### config.mk
export PLATFORM = sky130hd
export DESIGN_NAME = rtm_regs
export DESIGN_NICKNAME = d
export VERILOG_FILES = /design/src/design/rtm_pkg.sv /design/src/design/rtm_regs.sv /design/src/design/rtm_rr_pick.sv
export SDC_FILE = /design/constraint.sdc
export NUM_CORES = 1
export LEC_CHECK = 0
export BUFFER_PORTS_ARGS = -buffer_cell sky130_fd_sc_hd__buf_2
export CORE_AREA = 2 2 169 171
export DETAILED_ROUTE_END_ITERATION = 10
export DIE_AREA = 0 0 171 173
export PLACE_DENSITY = 0.82
export SYNTH_ARGS = -nofsm -noshare
export SYNTH_HDL_FRONTEND = slang
export SYNTH_SLANG_ARGS = --single-unit
### constraint.sdc
create_clock -name I_MCLK -period 10.7 [get_ports I_MCLK]
set_input_delay 0.535 -clock I_MCLK [delete_from_list [all_inputs] [get_ports I_MCLK]]
set_output_delay 0.535 -clock I_MCLK [all_outputs]
set_load 0.02 [all_outputs]
### src/design/rtm_pkg.sv
package rtm_pkg;

   // port count limit of the vector field and port address width
   localparam int MAX_PORTS = 16;
   localparam int PORT_W = 4;
   localparam int COUNT_W = 16;

   // register indices, byte address is four times the index
   localparam logic [5:0] IDX_PKT_INT_STATUS = 6'h0F;
   localparam logic [5:0] IDX_PAGE_AND_LOG_SUMMARY = 6'h10;
   localparam logic [5:0] IDX_REVISION_CODE = 6'h11;
   localparam logic [5:0] IDX_LOWER_COUNT_ENABLES = 6'h12;
   localparam logic [5:0] IDX_UPPER_COUNT_ENABLES = 6'h13;
   localparam logic [2:0] PAGE_ZERO = 3'h0;

   // status byte layout
   localparam int CAUSE_LSB = 0;
   localparam int PORT_NUMBER_LSB = 4;
   localparam logic [3:0] CAUSE_FIRST_COLLISION = 4'hD;
   localparam logic [3:0] CAUSE_RECEIVE = 4'hB;
   localparam logic [3:0] CAUSE_ISOLATION = 4'h7;
   localparam logic [7:0] NO_VALID_INTERRUPT = 8'hFF;

   // page and summary layout
   localparam int PAGE_SEL_LSB = 0;
   localparam int FLAG_FOUND_BIT = 4;
   localparam int SUMMARY_LSB = 4;

   // summary vector order, also order of the log interrupt disables
   localparam int SUM_FLAG_FOUND = 0;
   localparam int SUM_LOW_COUNT = 1;
   localparam int SUM_HIGH_COUNT = 2;
   localparam int SUM_FULL_COUNTER = 3;

   // upper count enable layout
   localparam int CLEAR_ON_READ_BIT = 0;
   localparam int STOP_AT_MAX_BIT = 1;
   localparam int TX_COL_BIT = 3;
   localparam int RX_COL_BIT = 4;
   localparam int OWC_BIT = 5;
   localparam logic [7:0] UPPER_WRITABLE = 8'h3B;

   // per-packet interrupt disables, high means no report
   localparam int RT_MASK_ISOLATION = 0;
   localparam int RT_MASK_COLLISION = 1;
   localparam int RT_MASK_RECEIVE = 2;

   // reset values
   localparam logic [2:0] PAGE_RESET = 3'h0;
   localparam logic [7:0] LOWER_RESET = 8'h00;
   localparam logic [7:0] UPPER_RESET = 8'h00;

   // counter thresholds
   localparam logic [15:0] LOW_THRESHOLD = 16'h00FF;
   localparam logic [15:0] HIGH_THRESHOLD = 16'hC000;
   localparam logic [15:0] FULL_VALUE = 16'hFFFF;

   // bus answers
   localparam int AXI_AW = 8;
   localparam logic [1:0] RESP_OKAY = 2'h0;
   localparam logic [1:0] RESP_DECERR = 2'h3;

   typedef enum logic [0:0] {
      WR_IDLE = 1'b0,
      WR_RESP = 1'b1
   } rtm_wr_state_type;

   typedef enum logic [0:0] {
      RD_IDLE = 1'b0,
      RD_RESP = 1'b1
   } rtm_rd_state_type;

   // pending per-packet interrupt sources
   typedef struct packed {
      logic rx_pend;
      logic [3:0] rx_port;
      logic col_pend;
      logic [3:0] col_port;
      logic [MAX_PORTS-1:0] part_pend;
      logic [3:0] rr_ptr;
   } rtm_pend_type;

   // whole state of the register block
   typedef struct packed {
      rtm_wr_state_type wr_st;
      logic aw_have;
      logic [5:0] aw_idx;
      logic aw_ok;
      logic w_have;
      logic [7:0] wdata;
      logic wlane0;
      logic [1:0] bresp;
      rtm_rd_state_type rd_st;
      logic [7:0] rdata;
      logic [1:0] rresp;
      rtm_pend_type pend;
      logic [2:0] page;
      logic [7:0] lower;
      logic [7:0] upper;
      logic [3:0] summary;
      logic event_log_interrupt_pin;
      logic [2*MAX_PORTS-1:0] col_inc;
   } rtm_state_type;

endpackage

### src/design/rtm_regs.sv
`timescale 1ns/100ps
// What this block does
// - next packet transmit discards unserviced interrupts
// - report receive, then first collision, then isolation
// - isolation reports polled around ports in rotation
// - status read clears the reported interrupt
// - cause low nibble, port address high nibble
// - one active-low cause bit per source
// - nothing pending reads as all ones
// - page bits read back and switch pages
// - page register mapped on every page
// - flag found when any unmasked latch set
// - low count when any counter below threshold
// - high count when any counter above threshold
// - full counter when any counter at maximum
// - revision code read-only, writes ignored
// - lower mask bits enable eight event counts
// - clear-on-read bit makes reads reset counters
// - stop-at-max bit freezes full counters
// - separate transmit, receive, out-of-window enables
// - out-of-window plus collision enables counts twice
// - mask bit one enables, zero disables counting
// - enabled summary conditions drive event log pin
module rtm_regs
   import rtm_pkg::*;
#(
   parameter int NUM_PORTS = 13,
   parameter logic [7:0] REVISION = 8'h02 // arbitrary value
) (
   // clock and reset
   input wire logic I_MCLK,
   input wire logic I_ARST_N,
   // axi4-lite write address and data
   input wire logic I_AWVALID,
   output logic O_AWREADY,
   input wire logic [AXI_AW-1:0] I_AWADDR,
   input wire logic [2:0] I_AWPROT,
   input wire logic I_WVALID,
   output logic O_WREADY,
   input wire logic [31:0] I_WDATA,
   input wire logic [3:0] I_WSTRB,
   // axi4-lite write response
   output logic O_BVALID,
   input wire logic I_BREADY,
   output logic [1:0] O_BRESP,
   // axi4-lite read
   input wire logic I_ARVALID,
   output logic O_ARREADY,
   input wire logic [AXI_AW-1:0] I_ARADDR,
   input wire logic [2:0] I_ARPROT,
   output logic O_RVALID,
   input wire logic I_RREADY,
   output logic [31:0] O_RDATA,
   output logic [1:0] O_RRESP,
   // per-packet interrupt events
   input wire logic I_TX_START,
   input wire logic I_RX_EVENT,
   input wire logic [3:0] I_RX_PORT,
   input wire logic I_FIRST_COL_EVENT,
   input wire logic [3:0] I_COL_PORT,
   input wire logic [NUM_PORTS-1:0] I_ISOLATION_EVENT,
   input wire logic [2:0] I_RT_INT_DISABLE,
   // event logging state from the port counters and latches
   input wire logic [NUM_PORTS-1:0] I_PORT_FLAG_SET,
   input wire logic [NUM_PORTS*COUNT_W-1:0] I_EVENT_COUNT,
   input wire logic [3:0] I_ELI_DISABLE,
   // collision events per port
   input wire logic [NUM_PORTS-1:0] I_TX_COL,
   input wire logic [NUM_PORTS-1:0] I_RX_COL,
   input wire logic [NUM_PORTS-1:0] I_OWC,
   // configuration towards the counters
   output logic [2:0] O_PAGE_SEL,
   output logic [7:0] O_LOWER_COUNT_EN,
   output logic O_CLEAR_COUNTER_ON_READ,
   output logic O_STOP_COUNTER_AT_MAX,
   output logic [2*NUM_PORTS-1:0] O_COL_COUNT_INC,
   // status pins
   output logic O_PKT_INT_PENDING,
   output logic O_EVENT_LOG_INTERRUPT_PIN
);

   // refuse port counts that the vectors cannot hold
   if (NUM_PORTS < 1 || NUM_PORTS > MAX_PORTS) begin : g_bad_ports
      $error("rtm_regs: NUM_PORTS out of range");
   end

   rtm_state_type s_q;
   rtm_state_type s_d;
   logic rr_valid;
   logic [3:0] rr_idx;
   logic [NUM_PORTS-1:0] part_req;

   // true when an index answers on the given page
   function automatic logic reg_hit(input logic [5:0] idx,
                                    input logic [2:0] page);
      reg_hit = 1'b0;
      if (idx == IDX_PKT_INT_STATUS) begin
         reg_hit = 1'b1;
      end else if (idx == IDX_PAGE_AND_LOG_SUMMARY) begin
         reg_hit = 1'b1;
      end else if (page == PAGE_ZERO) begin
         if (idx == IDX_REVISION_CODE) begin
            reg_hit = 1'b1;
         end else if (idx == IDX_LOWER_COUNT_ENABLES) begin
            reg_hit = 1'b1;
         end else if (idx == IDX_UPPER_COUNT_ENABLES) begin
            reg_hit = 1'b1;
         end
      end
   endfunction

   // word index of a byte address, valid only when aligned
   function automatic logic [6:0] addr_decode(
      input logic [AXI_AW-1:0] addr);
      addr_decode = {addr[1:0] == 2'b00, addr[7:2]};
   endfunction

   // status byte from a cause and a port
   function automatic logic [7:0] status_byte(input logic [3:0] cause,
                                              input logic [3:0] port);
      status_byte = 8'h00;
      status_byte[CAUSE_LSB +: 4] = cause;
      status_byte[PORT_NUMBER_LSB +: 4] = port;
   endfunction

   assign part_req = s_q.pend.part_pend[NUM_PORTS-1:0];

   // rotating pick among isolation reports
   rtm_rr_pick #(
      .N(NUM_PORTS)
   ) u_pick (
      .i_req(part_req),
      .i_ptr(s_q.pend.rr_ptr),
      .o_valid(rr_valid),
      .o_idx(rr_idx)
   );

   // next state
   always_comb begin
      logic aw_ok;
      logic w_ok;
      logic [6:0] dec;
      logic [5:0] widx;
      logic [7:0] rd;
      logic [4:0] nxt;
      logic [COUNT_W-1:0] cnt;
      logic [3:0] sum;
      aw_ok = 1'b0;
      w_ok = 1'b0;
      dec = 7'h00;
      widx = 6'h00;
      rd = 8'h00;
      nxt = 5'h00;
      cnt = 16'h0000;
      sum = 4'h0;
      s_d = s_q;

      // per-packet sources cleared when the next packet goes out
      if (I_TX_START) begin
         s_d.pend.rx_pend = 1'b0;
         s_d.pend.col_pend = 1'b0;
         s_d.pend.part_pend = '0;
      end

      // write address and data gathered in either order
      aw_ok = s_q.aw_have;
      if (s_q.wr_st == WR_IDLE && !s_q.aw_have && I_AWVALID) begin
         dec = addr_decode(I_AWADDR);
         s_d.aw_idx = dec[5:0];
         s_d.aw_ok = dec[6];
         s_d.aw_have = 1'b1;
         aw_ok = 1'b1;
      end
      w_ok = s_q.w_have;
      if (s_q.wr_st == WR_IDLE && !s_q.w_have && I_WVALID) begin
         s_d.wdata = I_WDATA[7:0];
         s_d.wlane0 = I_WSTRB[0];
         s_d.w_have = 1'b1;
         w_ok = 1'b1;
      end

      // write performed once both halves are held
      case (s_q.wr_st)
         WR_IDLE: begin
            if (aw_ok && w_ok) begin
               widx = s_d.aw_idx;
               s_d.aw_have = 1'b0;
               s_d.w_have = 1'b0;
               s_d.wr_st = WR_RESP;
               s_d.bresp = RESP_DECERR;
               if (s_d.aw_ok && reg_hit(widx, s_q.page)) begin
                  s_d.bresp = RESP_OKAY;
                  if (s_d.wlane0) begin
                     if (widx == IDX_PAGE_AND_LOG_SUMMARY) begin
                        s_d.page = s_d.wdata[PAGE_SEL_LSB +: 3];
                     end else if (widx == IDX_LOWER_COUNT_ENABLES) begin
                        s_d.lower = s_d.wdata;
                     end else if (widx == IDX_UPPER_COUNT_ENABLES) begin
                        s_d.upper = s_d.wdata & UPPER_WRITABLE;
                     end
                     // revision and status ignore writes
                  end
               end
            end
         end
         WR_RESP: begin
            if (I_BREADY) begin
               s_d.wr_st = WR_IDLE;
            end
         end
         default: s_d.wr_st = WR_IDLE;
      endcase

      // read taken, answered next cycle
      case (s_q.rd_st)
         RD_IDLE: begin
            if (I_ARVALID) begin
               dec = addr_decode(I_ARADDR);
               s_d.rd_st = RD_RESP;
               s_d.rresp = RESP_DECERR;
               rd = 8'h00;
               if (dec[6] && reg_hit(dec[5:0], s_q.page)) begin
                  s_d.rresp = RESP_OKAY;
                  if (dec[5:0] == IDX_PKT_INT_STATUS) begin
                     rd = NO_VALID_INTERRUPT;
                     if (s_q.pend.rx_pend) begin
                        rd = status_byte(CAUSE_RECEIVE,
                                         s_q.pend.rx_port);
                        s_d.pend.rx_pend = 1'b0;
                     end else if (s_q.pend.col_pend) begin
                        rd = status_byte(CAUSE_FIRST_COLLISION,
                                         s_q.pend.col_port);
                        s_d.pend.col_pend = 1'b0;
                     end else if (rr_valid) begin
                        rd = status_byte(CAUSE_ISOLATION, rr_idx);
                        s_d.pend.part_pend[rr_idx] = 1'b0;
                        nxt = 5'(rr_idx) + 5'h01;
                        if (nxt >= 5'(NUM_PORTS)) begin
                           nxt = 5'h00;
                        end
                        s_d.pend.rr_ptr = nxt[3:0];
                     end
                  end else if (dec[5:0] == IDX_PAGE_AND_LOG_SUMMARY) begin
                     rd = {s_q.summary, 1'b0, s_q.page};
                  end else if (dec[5:0] == IDX_REVISION_CODE) begin
                     rd = REVISION;
                  end else if (dec[5:0] == IDX_LOWER_COUNT_ENABLES) begin
                     rd = s_q.lower;
                  end else begin
                     rd = s_q.upper;
                  end
               end
               s_d.rdata = rd;
            end
         end
         RD_RESP: begin
            if (I_RREADY) begin
               s_d.rd_st = RD_IDLE;
            end
         end
         default: s_d.rd_st = RD_IDLE;
      endcase

      // new events set after every clear, so they are never lost
      if (I_RX_EVENT && !I_RT_INT_DISABLE[RT_MASK_RECEIVE]) begin
         s_d.pend.rx_pend = 1'b1;
         s_d.pend.rx_port = I_RX_PORT;
      end
      if (I_FIRST_COL_EVENT && !I_RT_INT_DISABLE[RT_MASK_COLLISION]) begin
         s_d.pend.col_pend = 1'b1;
         s_d.pend.col_port = I_COL_PORT;
      end
      if (!I_RT_INT_DISABLE[RT_MASK_ISOLATION]) begin
         for (int p = 0; p < NUM_PORTS; p++) begin
            if (I_ISOLATION_EVENT[p]) begin
               s_d.pend.part_pend[p] = 1'b1;
            end
         end
      end

      // event log summary over all ports
      sum[SUM_FLAG_FOUND] = |I_PORT_FLAG_SET;
      for (int p = 0; p < NUM_PORTS; p++) begin
         cnt = I_EVENT_COUNT[p*COUNT_W +: COUNT_W];
         if (cnt < LOW_THRESHOLD) begin
            sum[SUM_LOW_COUNT] = 1'b1;
         end
         if (cnt > HIGH_THRESHOLD) begin
            sum[SUM_HIGH_COUNT] = 1'b1;
         end
         if (cnt == FULL_VALUE) begin
            sum[SUM_FULL_COUNTER] = 1'b1;
         end
      end
      s_d.summary = sum;
      s_d.event_log_interrupt_pin = |(sum & ~I_ELI_DISABLE);

      // collision count steps, out-of-window adds its own step
      s_d.col_inc = '0;
      for (int p = 0; p < NUM_PORTS; p++) begin
         s_d.col_inc[2*p +: 2] =
            {1'b0, I_TX_COL[p] & s_q.upper[TX_COL_BIT]} +
            {1'b0, I_RX_COL[p] & s_q.upper[RX_COL_BIT]} +
            {1'b0, I_OWC[p] & s_q.upper[OWC_BIT]};
      end
   end

   // state register
   always_ff @(posedge I_MCLK or negedge I_ARST_N) begin
      if (!I_ARST_N) begin
         s_q <= '{wr_st: WR_IDLE, rd_st: RD_IDLE, page: PAGE_RESET,
                  lower: LOWER_RESET, upper: UPPER_RESET,
                  pend: '0, default: '0};
      end else begin
         s_q <= s_d;
      end
   end

   // bus handshakes
   assign O_AWREADY = (s_q.wr_st == WR_IDLE) && !s_q.aw_have;
   assign O_WREADY = (s_q.wr_st == WR_IDLE) && !s_q.w_have;
   assign O_BVALID = (s_q.wr_st == WR_RESP);
   assign O_BRESP = s_q.bresp;
   assign O_ARREADY = (s_q.rd_st == RD_IDLE);
   assign O_RVALID = (s_q.rd_st == RD_RESP);
   assign O_RDATA = {24'h000000, s_q.rdata};
   assign O_RRESP = s_q.rresp;

   // configuration and status towards the rest of the device
   assign O_PAGE_SEL = s_q.page;
   assign O_LOWER_COUNT_EN = s_q.lower;
   assign O_CLEAR_COUNTER_ON_READ = s_q.upper[CLEAR_ON_READ_BIT];
   assign O_STOP_COUNTER_AT_MAX = s_q.upper[STOP_AT_MAX_BIT];
   assign O_COL_COUNT_INC = s_q.col_inc[2*NUM_PORTS-1:0];
   assign O_PKT_INT_PENDING = s_q.pend.rx_pend | s_q.pend.col_pend |
                              (|part_req);
   assign O_EVENT_LOG_INTERRUPT_PIN = s_q.event_log_interrupt_pin;

endmodule

### src/design/rtm_rr_pick.sv
`timescale 1ns/100ps
// picks the first requesting port at or after the rotation pointer
module rtm_rr_pick
   import rtm_pkg::*;
#(
   parameter int N = 13
) (
   // requests and rotation start
   input wire logic [N-1:0] i_req,
   input wire logic [3:0] i_ptr,
   // choice
   output logic o_valid,
   output logic [3:0] o_idx
);

   // refuse ring sizes the index cannot reach
   if (N < 1 || N > MAX_PORTS) begin : g_bad_size
      $error("rtm_rr_pick: N out of range");
   end

   // walk once around the ring starting at the pointer
   always_comb begin
      logic [4:0] cand;
      cand = 5'h00;
      o_valid = 1'b0;
      o_idx = 4'h0;
      for (int k = 0; k < N; k++) begin
         cand = 5'(i_ptr) + 5'(k);
         if (cand >= 5'(N)) begin
            cand = cand - 5'(N);
         end
         if (!o_valid && i_req[cand[3:0]]) begin
            o_valid = 1'b1;
            o_idx = cand[3:0];
         end
      end
   end

endmodule

==> results of run 1 <==
## worst max-delay path, delay by kind of cell, from the launching register on
kind                     cells  cell delay, ns
flip-flops                   1            0.59
AND/OR/NAND/NOR              3            0.83
XOR/XNOR                     1            0.88
adder cells (fa/ha/maj)      2            1.10
buffers and inverters        2            0.37
AO/OA/AOI/OAI                7            2.61
multiplexers                 1            0.42
## cell type report
cell class,count,area (um2),share of cell area [%]
antenna,6,15.0,0.107
clock buffer,9,225,1.61
clock inverter,7,96.3,0.689
inverter,37,139,0.993
multi-input combinational,1162,8370,59.9
sequential,104,2600,18.6
tap,378,473,3.38
timing repair buffer,401,2060,14.7
## sequential cells by signal (all words and copies together) (netlist names)
signal                     flops
O_BVALID                       1
O_RRESP                        1
O_RDATA                        8
O_PAGE_SEL                     3
O_EVENT_LOG_INTERRUPT_PIN      1
O_STOP_COUNTER_AT_MAX          1
O_LOWER_COUNT_EN               8
O_COL_COUNT_INC               26
s_q                           39
O_CLEAR_COUNTER_ON_READ        1
O_RVALID                       1
part_req                      13
O_BRESP                        1
## logic make-up (layout without fill, tap and decap cells)
family | count (synthesis) | in the layout | synth area share, %
simple gates | 575 | 575 | 25.9
compound gates | 369 | 369 | 22.6
buf+inv | 202 | 454 | 9.81
mux | 133 | 133 | 13.3
flops | 104 | 104 | 21.6
fa+ha+maj | 36 | 36 | 4.54
xor+xnor | 25 | 25 | 2.22
other cells | 1 | 30 | 0.0311
## stage by stage
step                util, %  std cells
detailed placement     49.4       2082
CTS                    50.6       2098
floorplan                 -       1468
global route           50.6       2102
finish                 50.6       2104
global placement       49.4       2082
## Yosys cell counts (13+ instances only)
| cell type | instances | share of area [%] |
|---|---|---|
| mux2i_1 | 64 | 5.3 |
| and3_1 | 15 | 0.78 |
| nand2b_1 | 17 | 0.88 |
| o21ai_0 | 51 | 2.1 |
| a21o_1 | 15 | 0.93 |
| o211ai_1 | 24 | 1.5 |
| buf_2 | 29 | 1.2 |
| nor4_1 | 65 | 3.4 |
| nand4_1 | 78 | 4.0 |
| clkbuf_1 | 41 | 1.3 |
| a31oi_1 | 13 | 0.67 |
| nor2b_1 | 27 | 1.4 |
| and2_1 | 52 | 2.7 |
| dfrtp_1 | 104 | 22 |
| a21oi_1 | 61 | 2.5 |
| ha_1 | 23 | 2.4 |
| xnor2_1 | 19 | 1.4 |
| nor2_1 | 87 | 2.7 |
| nand3_1 | 34 | 1.4 |
| mux4_2 | 16 | 3.0 |
| o22ai_1 | 17 | 0.88 |
| fa_1 | 13 | 2.2 |
| a32o_1 | 14 | 1.2 |
| buf_4 | 80 | 5.0 |
| nand2_1 | 101 | 3.1 |
| nor3_1 | 43 | 1.8 |
| inv_1 | 34 | 1.1 |
| mux2_2 | 49 | 4.6 |
## power by group through the flow
stage | Combinational, uW | Clock [uW] | Sequential [uW]
CTS | 548 | 355 | 485
global route | 602 | 375 | 492
finish | 563 | 352 | 488
global placement | 530 | 0 | 490
detailed placement | 546 | 0 | 493
floorplan | 371 | 0 | 471
## worst min path at each step
| stage | cells after the start | slack (ns) | start | endpoint |
|---|---|---|---|---|
| detailed placement | 2 | 0.47 | O_RDATA[0] | O_RDATA[0] |
| floorplan | 0 | 0.24 | I_ARST_N | O_BRESP[0] |
| finish | 1 | 0.08 | I_ARST_N | O_COL_COUNT_INC[3] |
| global placement | 2 | 0.46 | O_RDATA[1] | O_RDATA[1] |
| global route | 1 | 0.11 | I_ARST_N | O_COL_COUNT_INC[3] |
| CTS | 1 | 0.1 | I_ARST_N | O_COL_COUNT_INC[3] |
## layer usage
layer	vias to the layer above	wire, um	GRT usage, %
met5	-	33	0
met2	876	24100	54.4
met1	6483	19500	43.0
met3	157	4980	6.98
met4	4	2560	14.8
li1	5981	-	-
==> results.cfg, run 1 <==
[timing]
fin_crit_sh_pct = 65.3
drv_slew = 0
hold_ws_ns = 0.0819
max_slew_margin_pct = 30.1
max_freq_mhz = 143
setup_tns_ns = 0
fin_ws_ns = 3.72
timing.final.crit_period_ns = 6.98
hold_viol_final = 0
finClkSkew_ns = 0.0225
rsz0062_at_grt = no
finalSetupViolations = 0
tightest_slew_ns = 1.04

[routing]
final_antenna_net_count = 0
vias_per_cell = 6.42
vias = 13500
drc = 0
drt_iter0_drc = 1606
drt_wl_total_um = 51100
wire_per_inst_um = 24.3
dr.pass1.iters = 7

[finish]
syn2layout_area_growth_pct = 15.9
layout-drive-gt1-share_pct = 31.4
final_cell_mix = 379 x buf_2, 103 x dfrtp_1, 101 x nand2_1
fillerInstances = 2645
stdcell_area_um2 = 14000
nets = 2107
final_common_cell = buf_2

[setup_path]
cp.arrival_ns = 7.17
cp_max_fo = 24
rrSetupSlack_ns = 3.72
reg2reg_from = s_q[56]
required_ns = 10.89
rr_worst_depth = 16
critical_path.max_stage_delay_ns = 0.88
path_cells = inv_1 > ha_1 > xor2_1 > nor3_1 > a211oi_1 > mux2_2 > o311ai_2 > nand4b_1 > o32a_1 > o31ai_2 > inv_1 > ha_1 > nand2b_1 > o21ai_1 > a221oi_2 > o32ai_1
crit_type = flip-flop to flip-flop
r2r-end = s_q[56]
crit_start = s_q[56]
startpoint_type = flip-flop
endpoint = s_q[56]
critPathCaptureType = flip-flop
crit_slowest_cell = xor2_1

[clocking]
cts_sinks = 104
insertion_delay_ns = 0.37
h-tree-depth = 3
cts-resized-gates = 0
root_buffer = clkbuf_16
cts_tree = yes
clockBufferDepth = 2
post_cts_buffers = 0
cts_hold_buf = 0
clk_pin_slew_ns = 0.09
cts_made_buffers = 9

[pwr]
p_per_area_nw_per_um2 = 100
clockPowerShare_pct = 25.1
power.switching_uw = 565
power_uw = 1400
vdd.ir_drop.worst_v = 0.0000914
combPwrFrac_pct = 40.1
intPower_uw = 837
netSwitchingFraction_pct = 40.3
leakage_uw = 0.00637
power_frac_seq_pct = 34.8

[synth]
syn-instance-count = 1445
async_reset_ff_share_pct = 100
synth_edf_count = 0
avgSynthCellArea_um2 = 8.35
synth_warnings = 0
ys_types = 106
synth-seq-cells = 104
synthFlopType = dfrtp_1
netlist_area_um2 = 12100
yosysSeqAreaShare_pct = 21.6

[die]
die_x_um = 171
dieArea_um2 = 29600
dieHeight_um = 173
fp-row-count = 61
io_pins = 438
initial_core_util_pct = 43.7
core_um2 = 27600

[run_status]
status = finished clean

[placement]
place_congestion = 1.10
placed_area_um2 = 13700
pre_cts_slack_ns = 3.95
portBuffers = 380
dpl.hpwl_um = 40200

[global_routing]
grt_pass1_wl_um = 76600
grt_usage_pct = 33.6
antenna_found_initial = 12
grt_pass1_vias = 12900
overflow = 0
grt_max_degree = 75

[run]
drv_cap = 0

[min_path]
hold_path.class = input port to asynchronous set/reset pin
Note: power is estimated with default switching activity, not from simulation.
==> inputs of run 2 (changes only) <==
- PLACE_DENSITY: 0.82 -> 0.84
- clock period: 10.7 -> 5.9 ns (I/O delays scaled with it)
==> run 2 against run 1 <==
- total power up 93%
- non-clock buffer count grew 171
- critical path depth is 5 higher
- sequential cell count stayed put
- worst setup slack worse by 3.4 ns
- clock power grew 85%
- utilization is 5.0 points higher
- maximum frequency is 26% higher
- die area is the same
- hold slack better by 0.035 ns
- highest routed layer is now met4
==> results.cfg, run 2 (same netlist as run 1, synthesis figures left out) <==
[pwr]
leakage_uw = 0.00723
clockPowerShare_pct = 24.1
vdd.ir_drop.worst_v = 0.000162
netSwitchingFraction_pct = 39.2
power.switching_uw = 1060
combPwrFrac_pct = 43.6
power_frac_seq_pct = 32.3
power_uw = 2710
p_per_area_nw_per_um2 = 176
intPower_uw = 1640

[routing]
drt_wl_total_um = 55900
vias_per_cell = 6.26
drc = 0
wire_per_inst_um = 24.5
final_antenna_net_count = 0
top_layer = met4
wl_met2_um = 25100
dr.pass1.iters = 6
drt-met1-wl_um = 21200
wl_met3_um = 5540
drt_iter0_drc = 1368
vias = 14300

[die]
initial_core_util_pct = 43.7
io_pins = 438
die_x_um = 171
core_um2 = 27600
dieArea_um2 = 29600
fp-row-count = 61
dieHeight_um = 173

[timing]
max_slew_margin_pct = 23.1
tightest_slew_ns = 1.15
finalSetupViolations = 0
timing.final.crit_period_ns = 5.54
fin_crit_sh_pct = 94.0
hold_viol_final = 0
max_freq_mhz = 180
finClkSkew_ns = 0.0146
drv_slew = 0
setup_tns_ns = 0
rsz0062_at_grt = no

[clocking]
h-tree-depth = 3
cts_sinks = 104
cts_tree = yes
post_cts_buffers = 0
clk_pin_slew_ns = 0.07
clockBufferDepth = 2
root_buffer = clkbuf_16
insertion_delay_ns = 0.37
cts_made_buffers = 9

[finish]
final_common_cell = buf_2
nets = 2278
layout-drive-gt1-share_pct = 37.7
syn2layout_area_growth_pct = 27.2
largest_reg_flops = 39
max_flop_register = s_q
final_cell_mix = 379 x buf_2, 187 x buf_4, 103 x dfrtp_1

[global_routing]
overflow = 0
grt_pass1_wl_um = 83400
antenna_found_initial = 12
grt_usage_pct = 37.2
grt_pass1_vias = 13900
grt_max_degree = 58

[min_path]
hold_path.class = input port to flip-flop
worstHoldPathCells = 2

[setup_path]
cp.arrival_ns = 5.76
path_cells = buf_12 > ha_1 > buf_12 > a21oi_2 > a21boi_2 > mux2i_2 > mux4_2 > a211oi_2 > o21bai_1 > nand4b_1 > buf_4 > buf_4 > buf_4 > o32a_1 > o31ai_2 > inv_1 > ha_1 > nand2b_1 > o21ai_1 > a221oi_2 > o22ai_1
rr_worst_depth = 21
critPathCaptureType = flip-flop
crit_type = flip-flop to flip-flop
required_ns = 6.12
critPathMostFrequentCell = buf_4
cp_max_fo = 17
startpoint_type = flip-flop
crit_slowest_cell = mux4_2
critical_path.max_stage_delay_ns = 0.55

[placement]
dpl.hpwl_um = 45400
place_congestion = 1.08
portBuffers = 380

[run_status]
status = finished clean

[run]
drv_cap = 0
run 2: changes by cell type in the layout (fill, tap and decap cells not counted):
cell / delta
bufinv_16: +1
buf_4: +165
mux2i_1: -1
inv_12: -2
clkinv_4: +2
diode_2: +5
inv_8: -1
a211oi_2: +1
buf_12: +5
mux2i_2: +1
dlygate4sd3_1: +1
a211oi_1: -1
run 2: path summary, 6_finish.rpt:
path | start | end | slack (ns)
worst max-delay path | s_q[58] | s_q[58] | 0.36
worst min-delay path | I_RREADY | O_RVALID | 0.12
worst max register to register | s_q[58] | s_q[58] | 0.36
worst min register to register | O_RDATA[2] | O_RDATA[2] | 0.48
max in group asynchronous | I_ARST_N | s_q[56] | 4.22
min in group asynchronous | I_ARST_N | O_COL_COUNT_INC[23] | 0.47
run 2: cell type report:
type | instances | area, um2
Antenna cell | 11 | 27.5
Multi-Input combinational cell | 1162 | 8380
Clock inverter | 7 | 100
Tap cell | 378 | 473
Fill cell | 2573 | 12300
Sequential cell | 104 | 2600
Inverter | 37 | 139
Timing Repair Buffer | 572 | 3410
Clock buffer | 9 | 225
run 2: critical path, delay by kind of cell, from the launching register on:
family,cells,cell delay [ns]
compound gates,9,2.10
fa+ha+maj,2,0.58
buf+inv,6,0.97
flops,1,0.45
mux,2,0.84
simple gates,2,0.46
run 2: layer usage:
layer  vias up  GRT usage (%)
met5         -              0
met4         0           23.1
met3       216           8.33
met2       925           58.2
met1      6794           46.2
li1       6345              -
run 2: per-stage QoR:
stage / utilization, % / std cells / worst slack, ns / hold slack [ns] / instance area (um2)
after detailed placement: 54.2 / 2252 / 0.363 / 0.337 / 15000
after global placement: 54.2 / 2252 / 0.480 / 0.326 / 15000
after global routing: 55.6 / 2280 / 0.0555 / 0.125 / 15400
after CTS: 55.5 / 2269 / 0.330 / 0.115 / 15300
after floorplan: - / 1468 / 0.205 / -0.000591 / 12200
final: 55.6 / 2280 / 0.356 / 0.117 / 15400
run 2: what timing repair did:
action,CTS,global route
endpoints found under the setup margin,0,4
gates resized for setup,0,3
hold buffers,1,0
hold endpoints to repair,47,0
run 2: power by group through the flow:
stage	Clock, uW	Combinational [uW]	Sequential, uW
2_1_floorplan	0	672	854
3_3_place_gp	0	1110	877
3_5_place_dp	0	1140	884
4_1_cts	650	1150	871
5_1_grt	684	1260	880
6_report	652	1180	875
==> inputs of run 3 (changes only) <==
- clock period: 5.9 -> 4.8 ns (I/O delays scaled with it)
==> run 3 against run 2 <==
- the run now ends with negative setup slack left
- combinational power rose by 50%
- non-clock buffer count increased by 171
- via count up 6.9%
- sequential share of layout area is 2.1 points lower
- cell count is 7.6% higher
- maximum frequency grew 8.7%
- wire length rose by 9.4%
- critical path depth increased by 6
- clock skew is 0.0019 ns lower
- largest power group unchanged
==> results.cfg, run 3 (same netlist as run 1, synthesis figures left out) <==
[placement]
dpl.hpwl_um = 49000
portBuffers = 380
placed_area_um2 = 16000
place_congestion = 1.09

[setup_path]
crit_type = flip-flop to flip-flop
r2r-end = s_q[56]
cp_max_fo = 6
rrSetupSlack_ns = -0.30
required_ns = 5.02
critPathCaptureType = flip-flop
crit_start = s_q[57]
startpoint_type = flip-flop
cp.arrival_ns = 5.32
endpoint = s_q[56]
reg2reg_from = s_q[57]
rr_worst_depth = 27

[finish]
syn2layout_area_growth_pct = 45.2
layout-drive-gt1-share_pct = 47.9
nets = 2449
final_core_util_pct = 63.4
seqCellArea_um2 = 2610
final_common_cell = buf_2
fillerInstances = 2319
stdcell_area_um2 = 17500
final_cell_mix = 379 x buf_2, 327 x buf_4, 100 x dfrtp_1
max_flop_register = s_q
multi_input_area_um2 = 9100
largest_reg_flops = 39

[pwr]
leakage_uw = 0.00825
power_uw = 3620
vdd.ir_drop.worst_v = 0.000307
p_per_area_nw_per_um2 = 207

[global_routing]
antenna_found_initial = 22
overflow = 0
grt_pass1_wl_um = 87700
grt_max_degree = 62
grt_pass1_vias = 14600
grt_usage_pct = 39.5

[clocking]
cts_tree = yes
cts_sinks = 104
h-tree-depth = 3
clockBufferDepth = 2
clk_pin_slew_ns = 0.07
cts_made_buffers = 9
root_buffer = clkbuf_16
insertion_delay_ns = 0.37

[run]
drv_cap = 0

[die]
io_pins = 438
die_x_um = 171
initial_core_util_pct = 43.7
core_um2 = 27600
fp-row-count = 61
dieArea_um2 = 29600
dieHeight_um = 173

[routing]
wl_met3_um = 5890
vias = 15300
drt-met1-wl_um = 23100
dr.pass1.iters = 6
drc = 0
final_antenna_net_count = 0
top_layer = met5
drt_wl_total_um = 61200
drt_iter0_drc = 1674
wl_met2_um = 27800
wire_per_inst_um = 24.9
vias_per_cell = 6.23

[timing]
fin_crit_sh_pct = 106
rsz0062_at_grt = yes
max_freq_mhz = 196
hold_ws_ns = 0.0566
fin_ws_ns = -0.298
drv_slew = 0
finClkSkew_ns = 0.0128
timing.final.crit_period_ns = 5.10
finalSetupViolations = 10
max_slew_margin_pct = 28.5
hold_viol_final = 0
tightest_slew_ns = 1.06

[run_status]
status = finished with violations
violations = negative setup slack

[min_path]
hold_path.class = input port to flip-flop
[run 3: area by class of cell]
cell class	instances	area share (%)
Tap cell	378	2.70
Sequential cell	104	14.9
Timing Repair Buffer	743	27.6
Clock buffer	9	1.29
Multi-Input combinational cell	1162	52.0
Clock inverter	7	0.521
Inverter	37	0.857
Antenna cell	13	0.186
[run 3: where the power goes]
| group | switching, uW | internal, uW | total [uW] |
|---|---|---|---|
| Combinational | 959 | 810 | 1770 |
| Clock | 398 | 377 | 776 |
| Sequential | 94.0 | 986 | 1080 |
| Total | 1450 | 2170 | 3620 |
[run 3: metrics by stage]
step	setup TNS, ns	worst slack (ns)	cells
finish	-2.10	-0.298	2453
global route	-4.10	-0.429	2451
CTS	-1.87	-0.240	2413
detailed placement	-2.92	-0.319	2370
global placement	-2.20	-0.263	2370
floorplan	-1.03	-0.168	1468
[run 3: how the worst min path moves through the flow]
stage | from | end | slack [ns] | depth (start not counted)
floorplan | I_ARST_N | O_BRESP[0] | -0.06 | 0
global placement | I_ARST_N | O_COL_COUNT_INC[3] | 0.27 | 1
detailed placement | I_ARST_N | O_COL_COUNT_INC[2] | 0.27 | 1
CTS | I_RT_INT_DISABLE[0] | part_req[1] | 0.05 | 2
global route | I_RT_INT_DISABLE[0] | part_req[1] | 0.06 | 2
finish | I_RREADY | O_RVALID | 0.06 | 2
[run 3: worst max-delay path: stages (launching register included)]
cell	delay (ns)
dfrtp_2	0.41
clkinvlp_4	0.12
buf_12	0.15
ha_4	0.30
buf_8	0.14
buf_12	0.12
mux2i_1	0.24
buf_4	0.16
mux2i_1	0.10
mux2i_1	0.19
mux2_2	0.18
mux2i_1	0.07
buf_4	0.18
nor4_4	0.34
nand4b_1	0.25
buf_6	0.20
and4bb_2	0.34
a22oi_2	0.09
o211ai_1	0.11
buf_4	0.17
nand2_4	0.07
inv_4	0.09
ha_4	0.21
nand2b_4	0.09
o21ai_4	0.06
a221oi_4	0.32
buf_6	0.17
o32ai_2	0.07
[run 3: repair_timing]
item | in CTS | in global routing
resized for setup | 47 | 120
gates cloned | 0 | 1
hold buffers | 1 | 0
setup buffers | 26 | 29
setup endpoints to repair | 16 | 22
pin swaps | 32 | 31
endpoints found under the hold margin | 43 | 0
[run 3: routing by layer]
layer,global-route usage [%],vias to the layer above
li1,-,6676
met1,50.0,7340
met2,61.6,999
met3,7.44,245
met4,24.9,12
met5,0,-
